<file path="src/common/swap_table_read_instr_pkg.sv">
// Encodings, phases and reset values for the swap and table read unit.
`default_nettype none
package swap_table_read_pkg;
   localparam int PTR_W = 21;
   localparam logic [5:0] SWAP_OPC = 6'h0e;
   localparam logic [13:0] TRD_OPC = 14'h0002;
   localparam int SWAP_OPC_LSB = 10;
   localparam int DEST_BIT = 9;
   localparam int BANK_BIT = 8;
   localparam int TRD_OPC_LSB = 2;
   localparam logic [1:0] UPD_NONE = 2'h0;
   localparam logic [1:0] UPD_POST_INC = 2'h1;
   localparam logic [1:0] UPD_POST_DEC = 2'h2;
   localparam logic [1:0] UPD_PRE_INC = 2'h3;
   localparam logic [20:0] PTR_RESET = 21'h00_0000;
   localparam logic [7:0] LATCH_RESET = 8'h00;
   localparam logic [20:0] PTR_ONE = 21'h00_0001;
   typedef enum logic [1:0] {
      Q1 = 2'b00,
      Q2 = 2'b01,
      Q3 = 2'b10,
      Q4 = 2'b11
   } phase_t;
endpackage
`default_nettype wire

</file>
<file path="src/rtl/nibble_swap_table_read_exec.sv">
// Decode and execute logic for the nibble swap and table read instructions.
`timescale 1ns/1ps
`default_nettype none
// Overview of operation
// (RULE1) Swap is bits 15:10 = 001110; bits 9 and 8 select dest and bank.
// (RULE2) Swap exchanges the two nibbles and touches no status flag.
// (RULE3) Dest bit 0 writes working register, 1 writes the data register.
// (RULE4) Bank bit 0 uses fast bank; bank bit 1 uses bank select register.
// (RULE5) Table read decoded from 0000 0000 0000 10 plus update code.
// (RULE6) Codes: 0 no change, 1 post-inc, 2 post-dec, 3 pre-inc.
// (RULE7) Table pointer is 21 bits and wraps on increment and decrement.
// (RULE8) Pointer bit 0 picks low byte (0) or high byte (1).
// (RULE9) Table read loads the chosen byte into table latch, flags unchanged.
// (RULE10) Table read takes two cycles: memory read Q2, latch write Q4.
// (RULE11) Swap is one cycle: read Q2, process Q3, write Q4.
module nibble_swap_table_read_exec
   import swap_table_read_pkg::*;
#(
   parameter int PTR_WIDTH = PTR_W
) (
   input wire logic clk,
   input wire logic reset_n,
   input wire logic instr_valid,
   input wire logic [15:0] instr_word,
   input wire logic [3:0] bank_select_register,
   input wire logic [7:0] working_register,
   input wire logic [7:0] reg_rdata,
   input wire logic [15:0] pm_rdata,
   output logic busy,
   output logic [1:0] phase,
   output logic [11:0] reg_addr,
   output logic reg_rd,
   output logic reg_we,
   output logic [7:0] reg_wdata,
   output logic work_reg_we,
   output logic [7:0] work_reg_wdata,
   output logic [PTR_WIDTH-2:0] pm_addr,
   output logic pm_rd,
   output logic [PTR_WIDTH-1:0] table_pointer,
   output logic [7:0] table_latch,
   output logic status_we
);
   import swap_table_read_pkg::*;

   phase_t phase_ff;
   logic swap_ff, trd1_ff, trd2_ff;
   logic dest_ff, bank_ff;
   logic [7:0] faddr_ff, data_ff, swapped_ff;
   logic [1:0] upd_ff;
   logic [PTR_WIDTH-1:0] ptr_ff, rd_ptr_ff;
   logic [7:0] latch_ff;
   logic [7:0] pm_byte_ff;
   logic is_swap, is_trd;
   logic [PTR_WIDTH-1:0] one_p;

   assign one_p = PTR_WIDTH'(PTR_ONE);
   assign is_swap = instr_word[15:SWAP_OPC_LSB] == SWAP_OPC; // [RULE1]
   assign is_trd = instr_word[15:TRD_OPC_LSB] == TRD_OPC; // [RULE5]

   // Four phases per instruction cycle; decode happens only at Q1.
   always_ff @(posedge clk or negedge reset_n) begin
      if (!reset_n) begin
         phase_ff <= Q1;
      end else begin
         phase_ff <= phase_t'(phase_ff + 2'h1);
      end
   end

   // Decode at the end of Q1.
   always_ff @(posedge clk or negedge reset_n) begin
      if (!reset_n) begin
         swap_ff <= 1'b0;
         trd1_ff <= 1'b0;
         trd2_ff <= 1'b0;
         dest_ff <= 1'b0;
         bank_ff <= 1'b0;
         faddr_ff <= 8'h00;
         upd_ff <= UPD_NONE;
      end else if (phase_ff == Q4) begin
         // The second table read cycle follows the first; no new decode.
         trd2_ff <= trd1_ff; // [RULE10]
         trd1_ff <= 1'b0;
         swap_ff <= 1'b0;
      end else if (phase_ff == Q1 && !trd2_ff && instr_valid) begin
         swap_ff <= is_swap;
         trd1_ff <= is_trd;
         dest_ff <= instr_word[DEST_BIT];
         bank_ff <= instr_word[BANK_BIT];
         faddr_ff <= instr_word[7:0];
         upd_ff <= instr_word[1:0];
      end
   end

   // Bank bit 0 maps the address into the fast bank: low half to bank 0,
   // high half to bank 15, which is the usual split of a shared bank.
   always_comb begin
      if (bank_ff) begin
         reg_addr = {bank_select_register, faddr_ff}; // [RULE4]
      end else if (faddr_ff[7]) begin
         reg_addr = {4'hf, faddr_ff}; // [RULE4]
      end else begin
         reg_addr = {4'h0, faddr_ff}; // [RULE4]
      end
   end

   assign reg_rd = swap_ff && phase_ff == Q2; // [RULE11]
   assign reg_we = swap_ff && dest_ff && phase_ff == Q4; // [RULE3]
   assign work_reg_we = swap_ff && !dest_ff && phase_ff == Q4; // [RULE3]
   assign reg_wdata = swapped_ff;
   assign work_reg_wdata = swapped_ff;
   assign status_we = 1'b0; // [RULE2] [RULE9]

   // Swap data path: capture in Q2, swap in Q3.
   always_ff @(posedge clk or negedge reset_n) begin
      if (!reset_n) begin
         data_ff <= 8'h00;
         swapped_ff <= 8'h00;
      end else begin
         if (reg_rd) begin
            data_ff <= reg_rdata;
         end
         if (swap_ff && phase_ff == Q3) begin
            swapped_ff <= {data_ff[3:0], data_ff[7:4]}; // [RULE2]
         end
      end
   end

   // Pointer update at Q4 of the first cycle; pre-increment reads new value.
   always_ff @(posedge clk or negedge reset_n) begin
      if (!reset_n) begin
         ptr_ff <= PTR_WIDTH'(PTR_RESET);
         rd_ptr_ff <= PTR_WIDTH'(PTR_RESET);
      end else if (trd1_ff && phase_ff == Q4) begin
         case (upd_ff)
            UPD_NONE: begin
               rd_ptr_ff <= ptr_ff; // [RULE6]
            end
            UPD_POST_INC: begin
               rd_ptr_ff <= ptr_ff;
               ptr_ff <= ptr_ff + one_p; // [RULE6] [RULE7]
            end
            UPD_POST_DEC: begin
               rd_ptr_ff <= ptr_ff;
               ptr_ff <= ptr_ff - one_p; // [RULE6] [RULE7]
            end
            default: begin
               rd_ptr_ff <= ptr_ff + one_p; // [RULE6] [RULE7]
               ptr_ff <= ptr_ff + one_p;
            end
         endcase
      end
   end

   assign pm_rd = trd2_ff && phase_ff == Q2; // [RULE10]
   assign pm_addr = rd_ptr_ff[PTR_WIDTH-1:1];

   always_ff @(posedge clk or negedge reset_n) begin
      if (!reset_n) begin
         pm_byte_ff <= LATCH_RESET;
         latch_ff <= LATCH_RESET;
      end else begin
         if (pm_rd) begin
            if (rd_ptr_ff[0]) begin
               pm_byte_ff <= pm_rdata[15:8]; // [RULE8]
            end else begin
               pm_byte_ff <= pm_rdata[7:0]; // [RULE8]
            end
         end
         if (trd2_ff && phase_ff == Q4) begin
            latch_ff <= pm_byte_ff; // [RULE9] [RULE10]
         end
      end
   end

   assign busy = trd1_ff || trd2_ff;
   assign phase = phase_ff;
   assign table_pointer = ptr_ff;
   assign table_latch = latch_ff;

   swap_result_a: assert property ( // [RULE2]
      @(posedge clk) disable iff (!reset_n)
      (swap_ff && phase_ff == Q3) |=>
      swapped_ff == {$past(data_ff[3:0]), $past(data_ff[7:4])})
      else $error("swap result wrong");
   swap_dest_a: assert property ( // [RULE3]
      @(posedge clk) disable iff (!reset_n)
      (reg_we || work_reg_we) |->
      (reg_we == dest_ff) && phase_ff == Q4)
      else $error("swap destination wrong");
   no_flags_a: assert property ( // [RULE9]
      @(posedge clk) disable iff (!reset_n)
      !status_we)
      else $error("status written");
   trd_latch_a: assert property ( // [RULE10]
      @(posedge clk) disable iff (!reset_n)
      pm_rd |-> ##2 (trd2_ff && phase_ff == Q4) ##1
      latch_ff == $past(pm_byte_ff))
      else $error("latch not loaded");
   trd_seq_a: assert property ( // [RULE10]
      @(posedge clk) disable iff (!reset_n)
      (trd1_ff && phase_ff == Q4) |=> trd2_ff [*4])
      else $error("second cycle missing");
   // A word offered while the second read cycle runs must not be decoded.
   trd_refuse_a: assert property ( // [RULE10]
      @(posedge clk) disable iff (!reset_n)
      (trd2_ff && phase_ff == Q1) |=> !swap_ff && !trd1_ff)
      else $error("word decoded in second cycle");
   ptr_none_a: assert property ( // [RULE6]
      @(posedge clk) disable iff (!reset_n)
      (trd1_ff && phase_ff == Q4 && upd_ff == UPD_NONE) |=>
      ptr_ff == $past(ptr_ff) && rd_ptr_ff == $past(ptr_ff))
      else $error("pointer changed without update");
   ptr_inc_a: assert property ( // [RULE6]
      @(posedge clk) disable iff (!reset_n)
      (trd1_ff && phase_ff == Q4 && upd_ff == UPD_POST_INC) |=>
      ptr_ff == $past(ptr_ff) + one_p && rd_ptr_ff == $past(ptr_ff))
      else $error("post increment wrong");
   ptr_dec_a: assert property ( // [RULE7]
      @(posedge clk) disable iff (!reset_n)
      (trd1_ff && phase_ff == Q4 && upd_ff == UPD_POST_DEC) |=>
      ptr_ff == $past(ptr_ff) - one_p && rd_ptr_ff == $past(ptr_ff))
      else $error("decrement wrong");
   ptr_pre_a: assert property ( // [RULE6]
      @(posedge clk) disable iff (!reset_n)
      (trd1_ff && phase_ff == Q4 && upd_ff == UPD_PRE_INC) |=>
      rd_ptr_ff == ptr_ff && ptr_ff == $past(ptr_ff) + one_p)
      else $error("pre increment wrong");
   ptr_hold_a: assert property ( // [RULE7]
      @(posedge clk) disable iff (!reset_n)
      !(trd1_ff && phase_ff == Q4) |=> $stable(ptr_ff))
      else $error("pointer moved outside update");
   latch_hold_a: assert property ( // [RULE9]
      @(posedge clk) disable iff (!reset_n)
      !(trd2_ff && phase_ff == Q4) |=> $stable(latch_ff))
      else $error("latch moved outside read");
   bank_fast_a: assert property ( // [RULE4]
      @(posedge clk) disable iff (!reset_n)
      (swap_ff && !bank_ff) |-> reg_addr[11:8] == {4{faddr_ff[7]}})
      else $error("fast bank wrong");
   swap_read_a: assert property ( // [RULE11]
      @(posedge clk) disable iff (!reset_n)
      reg_rd |-> ##2 (reg_we || work_reg_we))
      else $error("swap timing");
   swap_idle_a: assert property ( // [RULE11]
      @(posedge clk) disable iff (!reset_n)
      swap_ff |-> !busy)
      else $error("swap marked busy");
endmodule // nibble_swap_table_read_exec
`default_nettype wire

</file>
<file path="config.mk">
export PLATFORM = sky130hd
export DESIGN_NAME = nibble_swap_table_read_exec
export DESIGN_NICKNAME = d
export VERILOG_FILES = /design/src/common/swap_table_read_instr_pkg.sv /design/src/rtl/nibble_swap_table_read_exec.sv
export SDC_FILE = /design/constraint.sdc
export NUM_CORES = 1
export LEC_CHECK = 0
export BUFFER_PORTS_ARGS = -buffer_cell sky130_fd_sc_hd__buf_2
export CORE_ASPECT_RATIO = 1.25
export CORE_MARGIN = 2
export CORE_UTILIZATION = 56
export CTS_CLUSTER_DIAMETER = 150
export CTS_CLUSTER_SIZE = 20
export DETAILED_ROUTE_END_ITERATION = 10
export MAX_ROUTING_LAYER = met4
export PLACE_DENSITY = 0.87
export SLEW_MARGIN = 10
export SYNTH_ARGS = -nofsm -noshare
export SYNTH_HDL_FRONTEND = slang
export SYNTH_SLANG_ARGS = --single-unit
</file>
<file path="constraint.sdc">
create_clock -name clk -period 6 [get_ports clk]
set_clock_uncertainty 0.15 [all_clocks]
set_input_delay 0.3 -clock clk [delete_from_list [all_inputs] [get_ports clk]]
set_output_delay 0.3 -clock clk [all_outputs]
set_load 0.02 [all_outputs]
</file>
==> impl_metrics.json, run 1 <==
{
  "status": "finished, violations left",
  "violations": "hold timing",
  "cp_data_arrival_time_ns": 2.95,
  "yosys_warnings": 0,
  "synth_top_area_share_pct": 48.0,
  "hold_viol_final": 16,
  "antenna_left": 0,
  "syn_area_per_cell_sq_um": 10.1,
  "num-fill-cells": 668,
  "holdWs_ns": -0.0293,
  "fin_crit_ns": 2.81,
  "reg2reg_slack_ns": 3.19,
  "synth_fp_nets": 519,
  "crit_type": "reg2reg",
  "grt_pass1_vias": 3572,
  "io_pins": 140,
  "clk_path_buf_depth": 2,
  "crit_fanout": 7,
  "start_util_pct": 56.9,
  "gp_congestion": 0.934,
  "drt_first_iter_violations": 200,
  "htree_levels": 3,
  "cts_setup_buffers": 0,
  "tns_ns": 0,
  "drive_gt1_share_pct": 34.7,
  "num_rows": 37,
  "setup_violations": 0,
  "final_cell_mix": "buf_2 (129), dfrtp_1 (89), nand2_1 (54), mux2_2 (35), o21ai_0 (28)",
  "clk_pin_slew_ns": 0.08,
  "tightest_slew_ns": 1.09,
  "maxSlewHeadroom_pct": 27.4,
  "grt_max_degree": 90,
  "rsz0062_at_grt": "no",
  "p_leak_nw": 2.62,
  "syn_area_sq_um": 4640,
  "fmax_mhz": 356,
  "cts_root_buf": "clkbuf_8",
  "p_sw_share_pct": 24.1,
  "grtUsageTotal_pct": 25.1,
  "synth_area_leaders": "dfrtp_1 (48%), mux2_2 (8.5%), buf_4 (4.7%)",
  "antennaDiodeCount": 0,
  "clkSinkCount": 89,
  "combPwrFrac_pct": 8.5,
  "instances_no_fill": 645,
  "fp.dieH_microns": 106,
  "grt_pass1_wl_mm": 17.3,
  "post-route-period-util_pct": 46.8,
  "slew_violations": 0,
  "cts_tree": "built",
  "dieArea_sq_um": 9030,
  "internal-power_mw": 0.857,
  "peakVddDrop_mv": 0.141,
  "required_ns": 6.14,
  "power_switching_mw": 0.272,
  "core-area_sq_um": 8150,
  "ctsHoldBuffers": 0,
  "wl_per_cell_microns": 16.2,
  "drv_cap": 0,
  "synth_ff_type": "dfrtp_1",
  "antenna_found_initial": 0,
  "ys_types": 45,
  "critPathCaptureType": "register",
  "postLayoutCoreUtil_pct": 64.7,
  "final_nets": 604,
  "firstDrtPassIters": 6,
  "ys_seq_area_share_pct": 48.0,
  "pwr_density_cell_nw_per_um2": 214,
  "dpl.hpwl_mm": 7.52,
  "yosys.area.top_type": "dfrtp_1",
  "clk_latency_ns": 0.36,
  "cts_resized": 0,
  "portBuffers": 130,
  "setup.worst_path.start_class": "register",
  "pwr-share-clk_pct": 36.1,
  "numCtsBuffers": 9,
  "synthCells": 458,
  "ys_ff_latch": 89,
  "synth_edf_count": 0,
  "drcViolationCount": 0,
  "pwr-share-seq_pct": 55.4,
  "vias_per_cell": 5.63,
  "hold_class": "in2async",
  "grt_overflow": 0,
  "vias": 3634,
  "total_power_mw": 1.13,
  "post-place-cells": 629,
  "area_growth_syn_to_layout_pct": 13.7,
  "die_w_microns": 85.4,
  "layout_commonest_cell": "buf_2",
  "routed_wl_mm": 10.5,
  "async_flop_share_pct": 100
}
[logic make-up (layout without fill, tap and decap cells)]
logic type / Yosys count / after routing / synth area share [%]
AO/OA/AOI/OAI: 60 / 60 / 7.80
buffers and inverters: 65 / 155 / 8.04
XOR/XNOR: 38 / 38 / 7.18
adder cells (fa/ha/maj): 6 / 6 / 1.62
flip-flops: 89 / 89 / 48.0
AND/OR/NAND/NOR: 155 / 155 / 16.8
multiplexers: 44 / 44 / 10.4
other: 1 / 1 / 0.0809
[registers in the layout (all words and copies together) (netlist names)]
name / flops
table_pointer: 21
faddr_ff: 8
rd_ptr_ff: 21
bank_ff: 1
pm_byte_ff: 8
reg_wdata: 8
data_ff: 8
phase: 2
swap_ff: 1
table_latch: 8
trd2_ff: 1
trd1_ff: 1
dest_ff: 1
[power by group through the flow]
stage | combinational [mW] | clock (mW) | sequential (mW)
CTS | 0.0968 | 0.418 | 0.625
detailed placement | 0.0957 | 0 | 0.637
floorplan | 0.0474 | 0 | 0.641
global route | 0.104 | 0.443 | 0.628
finish | 0.0955 | 0.408 | 0.626
global placement | 0.0930 | 0 | 0.636
[path summary, 6_finish.rpt]
| path | startpoint | end | cells after the start |
|---|---|---|---|
| worst max-delay path | table_pointer[0] | table_pointer[14] | 7 |
| worst min-delay path | reset_n | data_ff[1] | 1 |
| worst max register to register | table_pointer[0] | table_pointer[14] | 7 |
| worst min register to register | rd_ptr_ff[4] | rd_ptr_ff[4] | 2 |
| max in group asynchronous | reset_n | faddr_ff[4] | 1 |
| min in group clk | reg_rdata[6] | data_ff[6] | 2 |
[Yosys cell counts, drive strengths merged (2+ instances only)]
cell	number
a21oi	15
a31oi	2
and2	6
and3	2
and4	3
buf	37
clkbuf	21
dfrtp	89
ha	6
inv	6
mux2	35
mux2i	9
nand2	54
nand2b	2
nand3	23
nand4	8
nand4b	2
nor2	26
nor3	12
nor4	6
nor4b	2
o21ai	32
o22ai	2
o32ai	2
o41ai	3
or3	3
or4	2
xnor2	14
xor2	24
[final cells by class]
type	count	area, sq um	share of cell area [%]
Multi-Input combinational cell	304	2040	38.6
Inverter	6	22.5	0.427
Sequential cell	89	2230	42.2
Clock inverter	2	37.5	0.712
Timing Repair Buffer	133	676	12.8
Tap cell	97	121	2.30
Clock buffer	14	153	2.90
[critical path, stage by stage (launching register included)]
cell and delay (ns):
dfrtp_1 0.47, inv_1 0.16, ha_1 0.21, nor4bb_2 0.41, or3b_4 0.48, or4_4 0.44
o41ai_2 0.25, xor2_1 0.17
[metal layers]
layer	global-route usage [%]	vias to the layer above	wire [microns]
met3	5.56	21	654
met2	40.8	164	5290
met1	29.9	1742	4220
met4	10.8	0	291
met5	-	-	0
li1	-	1707	-
[per-stage QoR]
step | cell area, sq um | setup slack [ns]
floorplan | 4640 | 3.39
global placement | 5080 | 3.30
detailed placement | 5080 | 3.27
CTS | 5270 | 3.21
global route | 5270 | 3.06
finish | 5270 | 3.19
Power figures use the tool's default switching activity.
==> inputs of run 2 (changes only) <==
Settings changed: CORE_UTILIZATION 56 to 52, PLACE_DENSITY 0.87 to 0.82.
Clock period 6 ns to 2.9 ns, I/O delays scaled along.
==> run 2 against run 1 <==
The flow now finishes without violations. Via count increased by 7.0%. Final cell count increased by 11%. Wire length increased by 17%. First-iteration DRC count fell by 4.0%. Utilization increased by 2.9 points. Clock power rose to 2.5 times the previous value. Non-clock buffer count up 51. Combinational power increased to 2.8 times the previous value. Maximum frequency is 3.7% higher.
==> impl_metrics.json, run 2 (synthesis results as in run 1) <==
{
  "status": "finished, final reports clean",
  "clk_pin_slew_ns": 0.09,
  "numCtsBuffers": 9,
  "critPathCaptureType": "register",
  "vias_per_cell": 5.41,
  "die_w_microns": 88.5,
  "firstDrtPassIters": 4,
  "grt_pass1_vias": 3946,
  "peakVddDrop_mv": 0.226,
  "clk_path_buf_depth": 2,
  "area_growth_syn_to_layout_pct": 26.2,
  "hold_class": "in2async",
  "maxSlewHeadroom_pct": 54.5,
  "grtUsageTotal_pct": 27.3,
  "crit_type": "reg2reg",
  "grt_overflow": 0,
  "holdWs_ns": 0.169,
  "grt_max_degree": 48,
  "clkSinkCount": 89,
  "final_nets": 655,
  "antennaDiodeCount": 0,
  "cts_root_buf": "clkbuf_8",
  "hold_viol_final": 0,
  "p_leak_nw": 2.88,
  "wl_per_cell_microns": 17.0,
  "crit_buf_inv": 1,
  "htree_levels": 3,
  "io_pins": 140,
  "antenna_left": 0,
  "layout_commonest_cell": "buf_2",
  "final_cell_mix": "buf_2 (129), dfrtp_1 (89), nand2_1 (54), dlygate4sd3_1 (41), mux2_2 (35)",
  "post-route-period-util_pct": 93.3,
  "postLayoutCoreUtil_pct": 67.6,
  "gp_congestion": 0.916,
  "fin_crit_ns": 2.71,
  "setup_violations": 0,
  "stdcell_area_sq_um": 5850,
  "required_ns": 3.05,
  "num_rows": 38,
  "setup.worst_path.start_class": "register",
  "dpl.hpwl_mm": 8.02,
  "place_area_sq_um": 5190,
  "slew_violations": 0,
  "cts_setup_buffers": 0,
  "clk_latency_ns": 0.37,
  "portBuffers": 130,
  "cts_tree": "built",
  "dieArea_sq_um": 9690,
  "antenna_found_initial": 0,
  "drt_first_iter_violations": 192,
  "worstPathCellList": "inv_1, ha_1, nor4bb_4, or3b_4, or4_4, o41ai_2, xor2_1",
  "tightest_slew_ns": 0.677,
  "tns_ns": 0,
  "drv_cap": 0,
  "grt_pass1_wl_mm": 19.4,
  "drcViolationCount": 0,
  "critical_path.top_delay_family": "simple AND/OR/NAND/NOR gates",
  "vias": 3889,
  "fp.dieH_microns": 110,
  "fmax_mhz": 369,
  "pwr_density_cell_nw_per_um2": 442,
  "routed_wl_mm": 12.2,
  "core-area_sq_um": 8650,
  "drive_gt1_share_pct": 33.9,
  "crit_fanout": 7,
  "start_util_pct": 53.6,
  "crit_slowest_cell": "or3b_4",
  "max_stage_delay_ns": 0.47,
  "cp_data_arrival_time_ns": 2.85,
  "rsz0062_at_grt": "no"
}
[run 2: cell count changes in the layout (fill, tap and decap cells not counted)]
cell           delta
buf_4            +10
bufinv_16         +2
dlygate4sd3_1    +41
clkinv_4          +1
clkbuf_8          -1
inv_6             +1
nor4bb_4          +1
clkbuf_1          -3
nor4bb_2          -1
[run 2: worst paths after layout]
path                                  startpoint                 to  slack [ns]  depth (start not counted)
worst max-delay path            table_pointer[0]  table_pointer[14]        0.19                          7
worst min-delay path                     reset_n       reg_wdata[3]        0.17                          2
worst max register to register  table_pointer[0]  table_pointer[14]        0.19                          7
worst min register to register      rd_ptr_ff[7]       rd_ptr_ff[7]        0.33                          2
max in group asynchronous                reset_n     table_latch[7]        1.68                          3
min in group clk                     instr_valid            dest_ff        0.25                          5
[run 2: metal layers]
layer | global-route usage [%] | wire length [microns]
met1 | 32.0 | 4810
met2 | 46.7 | 6420
met3 | 4.13 | 640
met4 | 11.7 | 349
met5 | - | 0
[run 2: repair_timing]
action / in CTS / in global routing
setup endpoints to repair: 0 / 1
gates resized for setup: 0 / 1
hold buffers: 41 / 0
endpoints found under the hold margin: 73 / 0
[run 2: cell type report]
class / count / area, sq um
Clock buffer: 10 / 128
Timing Repair Buffer: 184 / 1160
Fill cell: 671 / 2810
Multi-Input combinational cell: 304 / 2040
Tap cell: 120 / 150
Clock inverter: 6 / 115
Inverter: 6 / 22.5
Sequential cell: 89 / 2230
[run 2: stage by stage]
stage	setup slack (ns)	power (mW)	instances
after floorplan	0.285	1.42	458
after global placement	0.257	1.52	662
after detailed placement	0.165	1.53	662
after CTS	0.130	2.59	719
after global routing	0.0328	2.67	719
final	0.193	2.59	719
[run 2: where the power goes]
part           total (mW)  switching (mW)  internal [mW]
Sequential           1.29          0.0183           1.27
Combinational       0.265           0.141          0.124
Clock                1.03           0.457          0.577
Total                2.59           0.617           1.97
